### config.mk
export PLATFORM = sky130hd
export DESIGN_NAME = mcc_clock_control
export DESIGN_NICKNAME = d
export VERILOG_FILES = /design/src/mcc_pkg.sv /design/src/mcc_clock_control.sv
export VERILOG_INCLUDE_DIRS = /design/src
export SDC_FILE = /design/constraint.sdc
export NUM_CORES = 1
export LEC_CHECK = 0
export BUFFER_PORTS_ARGS = -buffer_cell sky130_fd_sc_hd__buf_2
export CAP_MARGIN = 10
export CORE_ASPECT_RATIO = 0.75
export CORE_MARGIN = 5
export CORE_UTILIZATION = 28
export DETAILED_ROUTE_END_ITERATION = 8
export HOLD_SLACK_MARGIN = 0.08
export REMOVE_ABC_BUFFERS = 1
export SYNTH_ARGS = -nofsm -noshare
export SYNTH_HDL_FRONTEND = slang
export SYNTH_SLANG_ARGS = --single-unit
### constraint.sdc
create_clock -name sys_clk -period 1.6 [get_ports sys_clk]
set_input_delay 0.16 -clock sys_clk [delete_from_list [all_inputs] [get_ports sys_clk]]
set_output_delay 0.16 -clock sys_clk [all_outputs]
set_load 0.05 [all_outputs]
### src/mcc_regs.svh
// Purpose: register offsets, field positions, reset values and timing counts
// Assumes: registers sit at their printed offsets on a plain register port
// Notes: kick figures are in ms, scaled by MCC_SLOW_KHZ; the _TICKS figures are counts of slow oscillator ticks
`ifndef MCC_REGS_SVH
`define MCC_REGS_SVH
`define MCC_ADDR_SYSTEM_CONTROL 16'h0180
`define MCC_ADDR_ANALOG_CONTROL_0 16'h0185
`define MCC_ADDR_ANALOG_CONTROL_2 16'h0187
`define MCC_AC0_RCPD 29
`define MCC_AC0_BIAS 28
`define MCC_AC0_BGAP 27
`define MCC_AC0_LOWPWR 22
`define MCC_AC0_KICKEN 21
`define MCC_AC0_CRYSTAL_POWER_DOWN 20
`define MCC_AC0_HALVE 19
`define MCC_AC0_ADCSEL_LO 16
`define MCC_AC2_BOOST 18
`define MCC_AC2_LOADCAP_LO 16
`define MCC_SC_FAIL 27
`define MCC_SC_MDIV 1
`define MCC_RST_RCPD 1'h1
`define MCC_RST_BIAS 1'h0
`define MCC_RST_BGAP 1'h0
`define MCC_RST_LOWPWR 1'h0
`define MCC_RST_KICKEN 1'h0
`define MCC_RST_CRYSTAL_POWER_DOWN 1'h0
`define MCC_RST_HALVE 1'h1
`define MCC_RST_ADCSEL 2'h0
`define MCC_RST_BOOST 1'h0
`define MCC_RST_LOADCAP 2'h0
`define MCC_RST_MDIV 1'h0
`define MCC_SLOW_KHZ 32
`define MCC_KICK_PERIOD_MS 1000
`define MCC_KICK_WIDTH_MS 1
`define MCC_KICK_WIDTH_TICKS (`MCC_KICK_WIDTH_MS * `MCC_SLOW_KHZ)
`define MCC_DEAD_TICKS 2'h2
`endif

### src/mcc_pkg.sv
// Purpose: types shared by the clock control block
// Assumes: nothing
// Notes: mode comes from the power manager on the same clock
package mcc_pkg;
  typedef enum logic [1:0] {MCC_METER, MCC_SLEEP, MCC_CURDET} mcc_mode_t;
  typedef struct packed {
    logic [15:0] addr;
    logic [31:0] wdata;
    logic wr;
    logic rd;
  } mcc_bus_req_t;
  typedef struct packed {
    logic uart_clock;
    logic adc_clock;
    logic meterClk;
  } mcc_clk_out_t;
  typedef struct packed {
    logic [2:0] xtalSync;
    logic [2:0] rcSync;
    logic [2:0] slowSync;
    logic fastRcPd;
    logic biasEn;
    logic bandgapEn;
    logic lowPower;
    logic kickEn;
    logic crystal_power_down;
    logic halveSel;
    logic [1:0] adcSel;
    logic driveBoost;
    logic [1:0] loadCap;
    logic meterDiv;
    logic dead;
    logic [1:0] deadCnt;
    logic onRc;
    logic halvePhase;
    logic [2:0][3:0] divCnt;
    mcc_clk_out_t clkOut;
    logic [15:0] kickCnt;
    logic kick;
    logic failPulse;
    logic fastRcRun;
    logic crystalOn;
    logic lowPowerOut;
    logic clockTrusted;
    logic [31:0] rdata;
  } mcc_state_t;
endpackage : mcc_pkg

### src/mcc_clock_control.sv
// Purpose: main clock selection, dividers and crystal supervision
// Assumes: oscillator clocks arrive as pins and are sampled at 100 MHz
// Notes: derived clocks are registered toggles, not real clock trees
// Summary of operation
// crystal runs after any reset and feeds engine, adc and uart clocks
// fast rc oscillator is stopped after any reset
// slow rc oscillator always runs; it clocks supervisor, wake-up and filters
// two-bit crystal load capacitance select in analog control 2
// engine, adc and uart clocks come from main clock via own dividers
// crystal power-down bit in analog control 0 stops the crystal
// crystal stopping starts fast rc and moves all clocks onto it
// in metering mode fast rc stops again once crystal resumes
// host enables halving with the fast crystal, disables it otherwise
// halving stage is enabled after every reset
// adc clock select and metering divider bit adjust clock rates
// host sets low-power bit for slow crystal; ignored with fast crystal
// host sets drive-boost bit for high-resistance crystals
// supervisor gives 1 ms kick each second while crystal is dead
// kick disabled by default, enabled by kick enable bit
// sleep stops crystal; no automatic restart on wake to current detection
// crystal stop raises event and fail flag; flag clears when crystal runs
// host enables bandgap and bias before enabling fast rc
// fast rc stops in sleep, restarts on wake to current detection
// uart timing unreliable on fast rc, so fail flag reads untrusted
// clearing rc power-down starts fast rc; sleep sets it, current detection clears
// bias and bandgap enables reset off, cleared in sleep, set in current detection
// source switch is glitch-free, no short pulse downstream
//
// The strobed register port and the register offsets were chosen for this implementation.
`timescale 1ns/1ps
`include "mcc_regs.svh"
module mcc_clock_control
  import mcc_pkg::*;
#(
  parameter logic [15:0] KICK_PERIOD_TICKS = 16'(`MCC_KICK_PERIOD_MS * `MCC_SLOW_KHZ)
)
(
  input wire logic sys_clk,
  input wire logic resetn,
  input wire logic clkEn,
  input wire mcc_bus_req_t busReq,
  output logic [31:0] busRdata,
  input wire mcc_mode_t powerMode,
  input wire logic rawCrystalClock,
  input wire logic fastRcClock,
  input wire logic slowRcClock,
  output mcc_clk_out_t mainClocks,
  output logic crystalRun,
  output logic fastRcRun,
  output logic biasOn,
  output logic bandgapOn,
  output logic crystalKick,
  output logic [1:0] crystalLoadCap,
  output logic crystalDriveBoost,
  output logic crystalLowPower,
  output logic crystalFailEvent,
  output logic uartClockTrusted
);

  mcc_state_t s_r;
  mcc_state_t s_nxt;
  logic xtalRise;
  logic rcRise;
  logic slowTick;
  logic srcTick;
  logic mainTick;
  logic wantRc;
  logic switchWait;
  logic [2:0][1:0] divCode;

  // half period, in main ticks, of a divided clock
  function automatic logic [3:0] halfCount(input logic [1:0] code);
    halfCount = 4'h1 << code;
  endfunction : halfCount

  always_comb
  begin
    s_nxt = s_r;
    // slow clock is never gated; only sampled
    s_nxt.xtalSync = {s_r.xtalSync[1:0], rawCrystalClock};
    s_nxt.rcSync = {s_r.rcSync[1:0], fastRcClock};
    s_nxt.slowSync = {s_r.slowSync[1:0], slowRcClock};
    xtalRise = s_r.xtalSync[1] & ~s_r.xtalSync[2];
    rcRise = s_r.rcSync[1] & ~s_r.rcSync[2];
    slowTick = s_r.slowSync[1] & ~s_r.slowSync[2];

    // register writes
    if (busReq.wr && busReq.addr == `MCC_ADDR_ANALOG_CONTROL_0)
    begin
      s_nxt.fastRcPd = busReq.wdata[`MCC_AC0_RCPD];
      s_nxt.biasEn = busReq.wdata[`MCC_AC0_BIAS];
      s_nxt.bandgapEn = busReq.wdata[`MCC_AC0_BGAP];
      s_nxt.lowPower = busReq.wdata[`MCC_AC0_LOWPWR];
      s_nxt.kickEn = busReq.wdata[`MCC_AC0_KICKEN];
      s_nxt.crystal_power_down = busReq.wdata[`MCC_AC0_CRYSTAL_POWER_DOWN];
      s_nxt.halveSel = busReq.wdata[`MCC_AC0_HALVE];
      s_nxt.adcSel = busReq.wdata[`MCC_AC0_ADCSEL_LO +: 2];
    end
    if (busReq.wr && busReq.addr == `MCC_ADDR_ANALOG_CONTROL_2)
    begin
      s_nxt.driveBoost = busReq.wdata[`MCC_AC2_BOOST];
      s_nxt.loadCap = busReq.wdata[`MCC_AC2_LOADCAP_LO +: 2];
    end
    if (busReq.wr && busReq.addr == `MCC_ADDR_SYSTEM_CONTROL)
    begin
      s_nxt.meterDiv = busReq.wdata[`MCC_SC_MDIV];
    end

    // mode forcing wins over a write in the same cycle
    if (powerMode == MCC_SLEEP)
    begin
      s_nxt.crystal_power_down = 1'h1; // stays off until software clears it
      s_nxt.fastRcPd = 1'h1;
      s_nxt.biasEn = 1'h0;
      s_nxt.bandgapEn = 1'h0;
    end
    else if (powerMode == MCC_CURDET)
    begin
      s_nxt.fastRcPd = 1'h0;
      s_nxt.biasEn = 1'h1;
      s_nxt.bandgapEn = 1'h1;
    end

    // crystal activity watch on slow ticks
    if (xtalRise)
    begin
      s_nxt.deadCnt = 2'h0;
      s_nxt.dead = 1'h0; // flag clears when crystal runs
    end
    else if (slowTick)
    begin
      if (s_r.deadCnt == `MCC_DEAD_TICKS)
        s_nxt.dead = 1'h1;
      else
        s_nxt.deadCnt = s_r.deadCnt + 2'h1;
    end
    s_nxt.failPulse = s_nxt.dead & ~s_r.dead;

    // kick: count slow ticks while dead and enabled
    if (s_r.dead && s_r.kickEn)
    begin
      if (slowTick)
        s_nxt.kickCnt = (s_r.kickCnt == KICK_PERIOD_TICKS - 16'h0001) ? 16'h0000 : s_r.kickCnt + 16'h0001;
    end
    else
      s_nxt.kickCnt = 16'h0000;
    s_nxt.kick = s_r.dead && s_r.kickEn && (s_r.kickCnt < 16'(`MCC_KICK_WIDTH_TICKS));

    // outside sleep, fast rc runs when enabled by software or when the crystal is dead
    // rc keeps running until the clocks have moved back off it
    s_nxt.fastRcRun = (powerMode != MCC_SLEEP) && (~s_nxt.fastRcPd || s_r.dead || s_r.onRc);

    // source selection and halving
    wantRc = s_r.dead && (powerMode != MCC_SLEEP);
    srcTick = s_r.onRc ? rcRise : xtalRise;
    mainTick = srcTick && (s_r.onRc || !s_r.halveSel || s_r.halvePhase);
    divCode[0] = {1'h0, s_r.meterDiv};
    divCode[1] = s_r.adcSel;
    divCode[2] = 2'h0;
    // switch only with all outputs low, or once the old source is long dead,
    // so no shortened high phase can escape
    switchWait = wantRc != s_r.onRc;
    if (switchWait && (s_r.clkOut == '0 || s_r.dead))
    begin
      s_nxt.onRc = wantRc;
      s_nxt.divCnt = '0;
      s_nxt.halvePhase = 1'h0;
    end
    else
    begin
      if (srcTick && !s_r.onRc && s_r.halveSel)
        s_nxt.halvePhase = ~s_r.halvePhase;
      for (int i = 0; i < 3; i++)
      begin
        if (mainTick)
        begin
          if (s_r.divCnt[i] == halfCount(divCode[i]) - 4'h1)
          begin
            s_nxt.divCnt[i] = 4'h0;
            // while a switch waits, a low clock stays low so all three meet at zero
            if (!switchWait || s_r.clkOut[i])
              s_nxt.clkOut[i] = ~s_r.clkOut[i];
          end
          else
            s_nxt.divCnt[i] = s_r.divCnt[i] + 4'h1;
        end
      end
    end

    // registered copies so every output leaves a flip-flop
    s_nxt.crystalOn = ~s_nxt.crystal_power_down;
    s_nxt.lowPowerOut = s_nxt.lowPower & ~s_nxt.halveSel;
    s_nxt.clockTrusted = ~s_nxt.onRc;

    // read data stand one cycle only
    s_nxt.rdata = 32'h0000_0000;
    if (busReq.rd)
    begin
      unique case (busReq.addr)
        `MCC_ADDR_ANALOG_CONTROL_0:
        begin
          s_nxt.rdata[`MCC_AC0_RCPD] = s_r.fastRcPd;
          s_nxt.rdata[`MCC_AC0_BIAS] = s_r.biasEn;
          s_nxt.rdata[`MCC_AC0_BGAP] = s_r.bandgapEn;
          s_nxt.rdata[`MCC_AC0_LOWPWR] = s_r.lowPower;
          s_nxt.rdata[`MCC_AC0_KICKEN] = s_r.kickEn;
          s_nxt.rdata[`MCC_AC0_CRYSTAL_POWER_DOWN] = s_r.crystal_power_down;
          s_nxt.rdata[`MCC_AC0_HALVE] = s_r.halveSel;
          s_nxt.rdata[`MCC_AC0_ADCSEL_LO +: 2] = s_r.adcSel;
        end
        `MCC_ADDR_ANALOG_CONTROL_2:
        begin
          s_nxt.rdata[`MCC_AC2_BOOST] = s_r.driveBoost;
          s_nxt.rdata[`MCC_AC2_LOADCAP_LO +: 2] = s_r.loadCap;
        end
        `MCC_ADDR_SYSTEM_CONTROL:
        begin
          // value may not survive a uart running on the rc clock
          s_nxt.rdata[`MCC_SC_FAIL] = s_r.dead;
          s_nxt.rdata[`MCC_SC_MDIV] = s_r.meterDiv;
        end
        default:
          s_nxt.rdata = 32'h0000_0000;
      endcase
    end
  end

  always_ff @(posedge sys_clk or negedge resetn)
  begin
    if (!resetn)
    begin
      s_r <= '0;
      s_r.fastRcPd <= `MCC_RST_RCPD;
      s_r.biasEn <= `MCC_RST_BIAS;
      s_r.bandgapEn <= `MCC_RST_BGAP;
      s_r.lowPower <= `MCC_RST_LOWPWR;
      s_r.kickEn <= `MCC_RST_KICKEN;
      s_r.crystal_power_down <= `MCC_RST_CRYSTAL_POWER_DOWN;
      s_r.halveSel <= `MCC_RST_HALVE;
      s_r.adcSel <= `MCC_RST_ADCSEL;
      s_r.driveBoost <= `MCC_RST_BOOST;
      s_r.loadCap <= `MCC_RST_LOADCAP;
      s_r.meterDiv <= `MCC_RST_MDIV;
      s_r.crystalOn <= ~`MCC_RST_CRYSTAL_POWER_DOWN;
      s_r.clockTrusted <= 1'h1;
    end
    else if (clkEn)
      s_r <= s_nxt;
  end

  assign busRdata = s_r.rdata;
  assign mainClocks = s_r.clkOut;
  assign crystalRun = s_r.crystalOn;
  assign fastRcRun = s_r.fastRcRun;
  assign biasOn = s_r.biasEn;
  assign bandgapOn = s_r.bandgapEn;
  assign crystalKick = s_r.kick;
  assign crystalLoadCap = s_r.loadCap;
  assign crystalDriveBoost = s_r.driveBoost;
  // low-power has no meaning with the halving (fast crystal) fitted
  assign crystalLowPower = s_r.lowPowerOut;
  assign crystalFailEvent = s_r.failPulse;
  assign uartClockTrusted = s_r.clockTrusted;
endmodule : mcc_clock_control

==> summary.md, run 1 <==
| Metric | Value |
|---|---|
| Top post-synthesis cells by area | dfrtp_1, buf_4, mux2_2, o21ai_0, nand2_1 |
| Failing checks | setup timing |
| Max FO, Critical Path | 3 |
| Most frequent cell after synthesis | dfrtp_1 |
| Layout cells sized above 1 | 42.3% |
| Clk sinks | 75 |
| Starting density of the core | 28.6% |
| Most frequent cells after synthesis | dfrtp_1, buf_4, nand2_1, o21ai_0, inv_1 |
| Ys async rst share | 100% |
| Worst Slack Setup Final | -0.0436 ns |
| Critical Path AT | 1.91 ns |
| Leak Pwr | 2.65 nW |
| Syn-to-layout area delta | 39.0% |
| WS Path Type | flip-flop to flip-flop |
| Antenna Nets Post-Route | 0 |
| Routability cong. | 0.838 |
| Setup TNS | -0.0853 ns |
| Sw frac | 31.2% |
| Peak supply drop | 0.662 mV |
| Status | finished with violations |
| Drt pass-1 iters | 4 |
| Fmax | 608 MHz |
| Clk Latency, worst-skew pair | 0.34 ns |
| Total Wirelength | 10.4 mm |
| Post-synth EDFFs | 0 |
| Slew headroom | 65.8% |
| CTS max path bufs | 2 |
| CP required | 1.87 ns |
| Vias in the first global route | 3461 |
| GRT overflow | 0 |
| Tmin final | 1.64 ns |
| Io pins | 104 |
| DIE WIDTH | 150 um |
| Cell-internal power | 4.30 mW |
| Setup Viol. Count Final | 7 |
| Area leader, netlist | dfrtp_1 |
| Yosys warns | 0 |
| Post-synth cell types | 66 |
| Unrepaired setup endpoints after global routing | yes |
| CTS buffer count | 9 |
| Die ar. | 0.0173 sq mm |
| Yosys reg bits | 75 |
| Die span in y | 115 um |
| Routed len/inst | 14.0 um |
| 1st-iter DRT viols | 206 |
| Synthesized area | 0.00414 sq mm |
| Fin Hold WS | 0.101 ns |
| Post-synth top flop | dfrtp_1 |
| Clock power frac | 35.6% |
| Largest net degree at the start of global routing | 32 |
| CORE AREA | 0.0145 sq mm |
| Dpl hpwl | 7.41 mm |
| Fin util | 39.8% |
| Num rows | 38 |
| H-tree Lvls | 3 |
| Total GRT Usage | 12.3% |
| Vias/cell | 4.69 |
| Fin. Hold Viols | 0 |
| Startpoint Class | flip-flop |
| CTS tree | built |
| Seq pwr share | 35.4% |
| Min-delay worst type | input pin to flip-flop |
| Residual DRC count | 0 |
| Ant. Diodes | 0 |
| Final Slew Violations | 0 |
| Setup crit end kind | flip-flop |
| Pwr Density | 1090 mW/mm^2 |
| Vias | 3481 |
| Max Cap Viol | 0 |
| Nets | 601 |
| Sequential area share after synthesis | 45.5% |
| Cells after Synth | 411 |
| Root buf cell | clkbuf_16 |
| Comb power frac | 28.9% |
| Worst-margin pin slew | 0.513 ns |
| Yosys top cell area share | 43.0% |
| Port-buffer cells | 61 |
| Sw Pwr | 1.95 mW |
| R2r setup slk | -0.04 ns |
| Avg Inst Size Synth | 10.1 sq um |
| Skew final | 0.00485 ns |
| Worst slack at placement | -0.181 ns |
| Initial antenna violation count | 0 |
| Tcrit/Tclk final | 103% |
| First-pass GRT wire length | 16.9 mm |
| Clk slew on worst S/H paths | 0.06 ns |
-- power groups by stage --
| stage | Sequential, mW | Clock [mW] | Combinational [mW] |
|---|---|---|---|
| 4_1_cts | 2.21 | 2.27 | 1.62 |
| 3_3_place_gp | 2.23 | 0 | 1.42 |
| 2_1_floorplan | 2.44 | 0 | 0.639 |
| 5_1_grt | 2.24 | 2.36 | 1.96 |
| 3_5_place_dp | 2.24 | 0 | 1.45 |
| 6_report | 2.21 | 2.23 | 1.81 |
-- flip-flops by register name (all words and copies together) (netlist names) --
register	count
s_r	41
bandgapOn	1
crystalLowPower	1
busRdata	11
biasOn	1
fastRcRun	1
crystalFailEvent	1
s_nxt	6
crystalLoadCap	2
divCode	3
crystalKick	1
mainClocks	3
crystalDriveBoost	1
uartClockTrusted	1
crystalRun	1
-- layer usage --
layer / part of all wire, % / up-vias / wire, um / global-route usage, %
met4: 1.1 / 0 / 113 / 3.41
met1: 46 / 1722 / 4800 / 16.3
li1: - / 1666 / - / -
met3: 5.4 / 10 / 564 / 3.62
met5: 0 / - / 0 / 0
met2: 47 / 83 / 4910 / 19.6
-- placed cells by master, fill, tap and decap left out, types with 3 or more instances in the layout --
master / synthesis / routed
buf_4: 37 / 61
nor3_4: 1 / 3
nor3_1: 9 / 5
clkbuf_16: 0 / 9
nand2b_1: 7 / 6
a21oi_1: 11 / 8
nand4_1: 6 / 6
nand2_1: 30 / 29
dlygate4sd3_1: 0 / 9
mux2_2: 22 / 22
o31ai_1: 6 / 3
inv_1: 26 / 24
nor4_4: 2 / 4
a32o_1: 3 / 3
a31oi_1: 3 / 3
xnor2_1: 11 / 10
nor3_2: 1 / 3
buf_12: 0 / 3
conb_1: 1 / 21
a22o_1: 3 / 3
o22ai_1: 10 / 9
o31ai_2: 0 / 3
o21ai_2: 0 / 3
mux2i_1: 4 / 3
and2_1: 3 / 3
buf_6: 1 / 7
o21ai_1: 1 / 5
nor2b_1: 6 / 6
buf_2: 5 / 61
dfstp_2: 4 / 4
o21ai_0: 30 / 23
ha_1: 6 / 5
dfrtp_1: 71 / 71
nor2_4: 1 / 4
nand3_1: 10 / 9
nand3b_1: 6 / 6
nor2_1: 21 / 19
and3_1: 3 / 3
-- critical path: stages (launching register included) --
cell and delay [ns]:
dfrtp_1 0.36, ha_2 0.19, and4_4 0.24, o211ai_1 0.15, buf_4 0.19, or3_4 0.33, a21oi_2 0.12
-- path summary, 6_finish.rpt --
kind                                                 end  depth (start not counted)                   start
min reg2reg                       crystalRun$_DFFE_PN1P_                          2  crystalRun$_DFFE_PN1P_
max in group asynchronous   uartClockTrusted$_DFFE_PN1P_                          3                  resetn
min                        crystalLoadCap[1]$_DFFE_PN0P_                          2              busReq[19]
min in group asynchronous            s_r[67]$_DFFE_PN0P_                          2                  resetn
max                                  s_r[44]$_DFFE_PN0P_                          6     s_r[39]$_DFFE_PN0P_
max reg2reg                          s_r[44]$_DFFE_PN0P_                          6     s_r[39]$_DFFE_PN0P_
-- timing repair --
| action | 4_1_cts | 5_1_grt |
|---|---|---|
| pin swaps | 16 | 22 |
| endpoints found under the hold margin | 25 | 1 |
| setup buffers | 3 | 6 |
| cloned | 4 | 0 |
| setup endpoints to repair | 30 | 31 |
| hold buffers | 8 | 1 |
| resized for setup | 30 | 43 |
-- stage by stage --
stage,area (sq um),power (mW),instances
after global routing,5750,6.55,742
after global placement,4920,3.65,704
after floorplan,3880,3.08,383
after detailed placement,4920,3.69,704
after CTS,5520,6.11,735
final,5750,6.25,742
-- final cells by class --
class / count / area, sq um
timing repair buffer: 141 / 992
fill: 1400 / 8710
inverter: 26 / 101
sequential: 75 / 1880
clock buffer: 12 / 256
clock inverter: 4 / 72.6
multi-input combinational: 284 / 2190
tap: 200 / 250
-- kinds of logic (layout without fill, tap and decap cells) --
logic type / after synthesis / after routing / share of synthesized area, %
AND/OR/NAND/NOR: 131 / 132 / 19.1
AO/OA/AOI/OAI: 85 / 86 / 13.4
flip-flops: 75 / 75 / 45.5
buffers and inverters: 74 / 183 / 10.4
multiplexers: 26 / 26 / 6.96
XOR/XNOR: 13 / 13 / 2.75
adder cells (fa/ha/maj): 6 / 6 / 1.81
other: 1 / 21 / 0.0907
Note: power is estimated with default switching activity, not from simulation.
==> run 2: changes to the inputs <==
- CELL_PAD_IN_SITES_DETAIL_PLACEMENT: unset -> 0
- CELL_PAD_IN_SITES_GLOBAL_PLACEMENT: unset -> 1
- PLACE_DENSITY_LB_ADDON: unset -> 0.1
==> run 2 against run 1 <==
The run still ends with setup timing left. Setup slack worse by 0.017 ns. Sequential power about the same. Utilization up 0.25 points.
==> summary.md, run 2 (synthesis gave the netlist of run 1 again) <==
| Metric | Value |
|---|---|
| Status | finished with violations |
| Failing checks | setup timing |
| Residual DRC count | 0 |
| Max FO, Critical Path | 5 |
| Max Cap Viol | 0 |
| Clk Latency, worst-skew pair | 0.34 ns |
| Min-delay worst type | input pin to flip-flop |
| H-tree Lvls | 3 |
| Die span in y | 115 um |
| First-pass GRT wire length | 17.8 mm |
| Worst Slack Setup Final | -0.0606 ns |
| RR Endpoint | s_r[44]$_DFFE_PN0P_ |
| Routed len/inst | 14.4 um |
| Layout cells sized above 1 | 43.4% |
| Root buf cell | clkbuf_16 |
| Initial antenna violation count | 0 |
| Fin. Hold Viols | 0 |
| Pwr Density | 1040 mW/mm^2 |
| Antenna Nets Post-Route | 0 |
| R2R Path Start | s_r[38]$_DFFE_PN0P_ |
| Clk slew on worst S/H paths | 0.06 ns |
| Num rows | 38 |
| Critical Path AT | 1.93 ns |
| Leak Pwr | 2.63 nW |
| Largest net degree at the start of global routing | 34 |
| Dpl cell area | 0.00496 sq mm |
| Fmax | 602 MHz |
| GRT overflow | 0 |
| Met1 Track Usage GR | 18.6% |
| Syn-to-layout area delta | 39.8% |
| Clk sinks | 75 |
| Die ar. | 0.0173 sq mm |
| Commonest non-fill, non-tap cell in the layout | dfrtp_1 |
| Reg with most FFs | s_r |
| Design area | 0.00578 sq mm |
| Fin Hold WS | 0.116 ns |
| CP required | 1.87 ns |
| Vias in the first global route | 3473 |
| CORE AREA | 0.0145 sq mm |
| CTS tree | built |
| Io pins | 104 |
| Tcrit/Tclk final | 104% |
| 1st-iter DRT viols | 131 |
| CTS max path bufs | 2 |
| Setup Viol. Count Final | 10 |
| Met2 Resource Use GR | 19.0% |
| DIE WIDTH | 150 um |
| Fillers | 1489 |
| Port-buffer cells | 61 |
| R2r setup slk | -0.06 ns |
| Tmin final | 1.66 ns |
| Peak supply drop | 0.507 mV |
| Number of flip-flops under the largest register name | 41 |
| Vias | 3351 |
| Commonest non-fill, non-tap cells in the layout | dfrtp_1, buf_4, buf_2 |
| Final Slew Violations | 0 |
| Drt pass-1 iters | 4 |
| Critical path origin | s_r[38]$_DFFE_PN0P_ |
| CTS buffer count | 9 |
| Dpl hpwl | 7.93 mm |
| GRT met3 Usage | 4.02% |
| Nets | 608 |
| Register area | 0.00188 sq mm |
| GR peak layer | met2 |
| Starting density of the core | 28.6% |
| Startpoint Class | flip-flop |
| WS Path Type | flip-flop to flip-flop |
| Ant. Diodes | 0 |
| Routability cong. | 0.752 |
| Setup crit end kind | flip-flop |
| Area of the multi-input gates | 0.00221 sq mm |
| Vias/cell | 4.47 |
| Total Wirelength | 10.8 mm |
| Skew final | 0.00456 ns |
| Total GRT Usage | 13.1% |
| Reg2Reg Depth | 7 |
| Unrepaired setup endpoints after global routing | yes |
| Worst Setup EP | s_r[44]$_DFFE_PN0P_ |
| Worst slack at placement | -0.238 ns |
run 2: changes by cell type in the layout (fill, tap and decap cells not counted), sizes merged, moves of 2 or more:
cell         previous run  this run
clkinv                  1         4
clkbuf                 12         9
dlygate4sd3             9        11
buf                   132       138
run 2: cell type report:
cell class,instances,area share (%)
Multi-Input combinational cell,283,38.3
Sequential cell,75,32.6
Timing Repair Buffer,149,18.0
Tap cell,200,4.33
Clock buffer,9,3.89
Inverter,26,1.75
Clock inverter,7,1.19
run 2: power breakdown:
part | switching, mW | internal (mW) | total (mW)
registers | 0.132 | 2.09 | 2.22
logic | 1.03 | 0.753 | 1.78
clock network | 0.832 | 1.20 | 2.03
total | 1.99 | 4.04 | 6.03
run 2: metrics by stage:
stage / TNS [ns] / power (mW) / instances / utilization (%)
final: -0.239 / 6.03 / 749 / 40.0
after global routing: -2.41 / 6.39 / 749 / 40.0
after CTS: -0.142 / 5.85 / 741 / 38.0
after detailed placement: -4.49 / 3.70 / 712 / 34.3
after global placement: -3.27 / 3.68 / 712 / 34.3
after floorplan: -9.02 / 3.08 / 383 / -
run 2: how the worst min path moves through the flow:
stage / from / end / slack [ns] / cells past startpoint
floorplan: resetn / bandgapOn$_DFFE_PN0P_ / -0.14 / 0
global placement: resetn / s_nxt[95]$_DFFE_PN0P_ / 0.08 / 1
global route: busReq[22] / crystalRun$_DFFE_PN1P_ / 0.13 / 3
CTS: busReq[22] / crystalRun$_DFFE_PN1P_ / 0.1 / 3
finish: busReq[22] / crystalRun$_DFFE_PN1P_ / 0.12 / 3
detailed placement: resetn / s_nxt[94]$_DFFE_PN0P_ / 0.09 / 1
run 2: routing by layer:
metal | share of wire (%) | routed length (um)
met3 | 6.4 | 686
met1 | 50 | 5350
met2 | 43 | 4590
met4 | 1.3 | 144
met5 | 0 | 0
run 2: repair_timing:
item / CTS / global route
setup buffers: 1 / 7
pin swaps: 7 / 11
hold endpoints to repair: 63 / 0
gates resized for setup: 26 / 50
setup endpoints to repair: 28 / 31
gates cloned: 1 / 1
hold buffers: 11 / 0
run 2: worst max-delay path, cell delays in order, from the launching register on:
cell	delay (ns)
dfrtp_1	0.35
ha_2	0.19
and4_4	0.22
buf_6	0.08
o211ai_1	0.11
buf_4	0.20
or3_4	0.33
a21oi_2	0.11
==> run 3: changes to the inputs <==
- CORE_MARGIN: 5 -> 2
- PLACE_DENSITY: unset -> 0.62
- PLACE_DENSITY_LB_ADDON: 0.1 -> unset
==> run 3 against run 2 <==
The flow still finishes with violations (setup timing). First-iteration DRC count down 36%. Register-to-register slack worse by 0.02 ns. Wire length down 7.5%. Utilization down 0.31 points. Clock skew about the same. Combinational power up 7%. Setup slack worse by 0.022 ns. Clock power up 8%. Maximum frequency down 1.3%. Final cell count down 0.40%. Sequential power about the same. Die area down 9.0%. Critical endpoint unchanged. Largest power group unchanged.
==> summary.md, run 3 (synthesis gave the netlist of run 1 again) <==
| Metric | Value |
|---|---|
| GRT overflow | 0 |
| Die ar. | 0.0158 sq mm |
| Layout cells sized above 1 | 42.5% |
| Max Cap Viol | 0 |
| CTS max path bufs | 2 |
| Vias | 3334 |
| Largest net degree at the start of global routing | 35 |
| Root buf cell | clkbuf_16 |
| Tcrit/Tclk final | 105% |
| Syn-to-layout area delta | 38.7% |
| First-pass GRT wire length | 16.2 mm |
| Clk slew on worst S/H paths | 0.06 ns |
| Total Wirelength | 9.96 mm |
| Skew final | 0.00459 ns |
| Fin util | 39.7% |
| Critical Path AT | 1.94 ns |
| WS Path Type | flip-flop to flip-flop |
| Met2 Resource Use GR | 20.4% |
| Vias/cell | 4.47 |
| Clk sinks | 75 |
| Drt pass-1 iters | 4 |
| CTS buffer count | 9 |
| Design area | 0.00574 sq mm |
| Peak supply drop | 0.446 mV |
| Total power | 6.33 mW |
| H-tree Lvls | 3 |
| Number of flip-flops under the largest register name | 41 |
| Unrepaired setup endpoints after global routing | yes |
| Fmax | 594 MHz |
| 1st-iter DRT viols | 84 |
| Final Slew Violations | 0 |
| Met1 Track Usage GR | 18.1% |
| Dpl cell area | 0.00492 sq mm |
| Routed len/inst | 13.3 um |
| Total GRT Usage | 13.1% |
| Routability cong. | 0.777 |
| Commonest non-fill, non-tap cells in the layout | dfrtp_1, buf_4, buf_2 |
| Leak Pwr | 2.63 nW |
| CORE AREA | 0.0145 sq mm |
| Residual DRC count | 0 |
| Startpoint Class | flip-flop |
| Setup Viol. Count Final | 6 |
| Max FO, Critical Path | 4 |
| Nets | 605 |
| Tmin final | 1.68 ns |
| GR peak layer | met2 |
| Worst Slack Setup Final | -0.0826 ns |
| Min-delay worst type | input pin to flip-flop |
| Port-buffer cells | 61 |
| Status | finished with violations |
| DIE WIDTH | 144 um |
| Vias in the first global route | 3286 |
| Setup crit end kind | flip-flop |
| Reg with most FFs | s_r |
| Initial antenna violation count | 0 |
| CTS tree | built |
| Antenna Nets Post-Route | 0 |
| GRT met3 Usage | 3.56% |
| CP required | 1.85 ns |
| Clk Latency, worst-skew pair | 0.33 ns |
| Pwr Density | 1100 mW/mm^2 |
| Die span in y | 109 um |
| Failing checks | setup timing |
| Fin. Hold Viols | 0 |
| Commonest non-fill, non-tap cell in the layout | dfrtp_1 |
| Ant. Diodes | 0 |
| Io pins | 104 |
| Dpl hpwl | 7.05 mm |
| Num rows | 38 |
| Starting density of the core | 28.6% |
-- run 3: cell types whose count changed in the layout (fill, tap and decap cells not counted), sizes merged --
cell and delta:
buf -1, bufinv +1, clkbuf +2, clkinv -1
clkinvlp -3, dlygate4sd3 -2, inv +1
-- run 3: worst paths after layout --
path,endpoint,slack (ns),cells after the start,start
min in group asynchronous,busRdata[20]$_DFFE_PN0P_,0.30,2,resetn
max,s_r[44]$_DFFE_PN0P_,-0.08,6,s_r[39]$_DFFE_PN0P_
max in group asynchronous,s_r[61]$_DFFE_PN0P_,0.75,3,resetn
min,crystalRun$_DFFE_PN1P_,0.11,3,busReq[22]
min reg2reg,crystalRun$_DFFE_PN1P_,0.48,2,crystalRun$_DFFE_PN1P_
max reg2reg,s_r[44]$_DFFE_PN0P_,-0.08,6,s_r[39]$_DFFE_PN0P_
-- run 3: area by class of cell --
| cell class | instances | area [sq um] |
|---|---|---|
| flip-flops and latches | 75 | 1880 |
| multi-input cells | 283 | 2140 |
| fillers | 1451 | 8710 |
| well taps | 200 | 250 |
| repair buffers | 146 | 1040 |
| clock buffers | 11 | 253 |
| clock inverters | 5 | 75.1 |
| inverters | 26 | 97.6 |
-- run 3: stage by stage --
stage	setup TNS, ns	setup WS [ns]	hold WS [ns]	std cells
6_report	-0.210	-0.0826	0.106	746
4_1_cts	-0.141	-0.0572	0.0807	733
3_5_place_dp	-2.85	-0.146	0.111	705
3_3_place_gp	-2.10	-0.103	0.107	705
2_1_floorplan	-9.02	-0.712	-0.136	383
5_1_grt	-1.67	-0.143	0.101	746
-- run 3: repair_timing --
action | in CTS | in global routing
hold buffers | 8 | 1
pin swaps | 6 | 22
setup buffers | 3 | 11
gates cloned | 1 | 1
endpoints found under the setup margin | 27 | 27
endpoints found under the hold margin | 34 | 1
gates resized for setup | 24 | 46
-- run 3: critical path, stage by stage (launching register included) --
cell and delay, ns:
dfrtp_1 0.35, ha_2 0.19, and4_4 0.21, o211ai_1 0.20, buf_4 0.21, or3_4 0.32, a21oi_2 0.12
-- run 3: where the power goes --
part	switching (mW)	internal, mW
combinational	1.04	0.868
sequential	0.135	2.09
clock	0.758	1.44
-- run 3: metal layers --
layer  vias to the layer above  part of all wire (%)
met1                      1574                    51
met3                         8                   4.9
met2                        82                    43
met5                         -                     0
li1                       1670                     -
met4                         0                  0.90
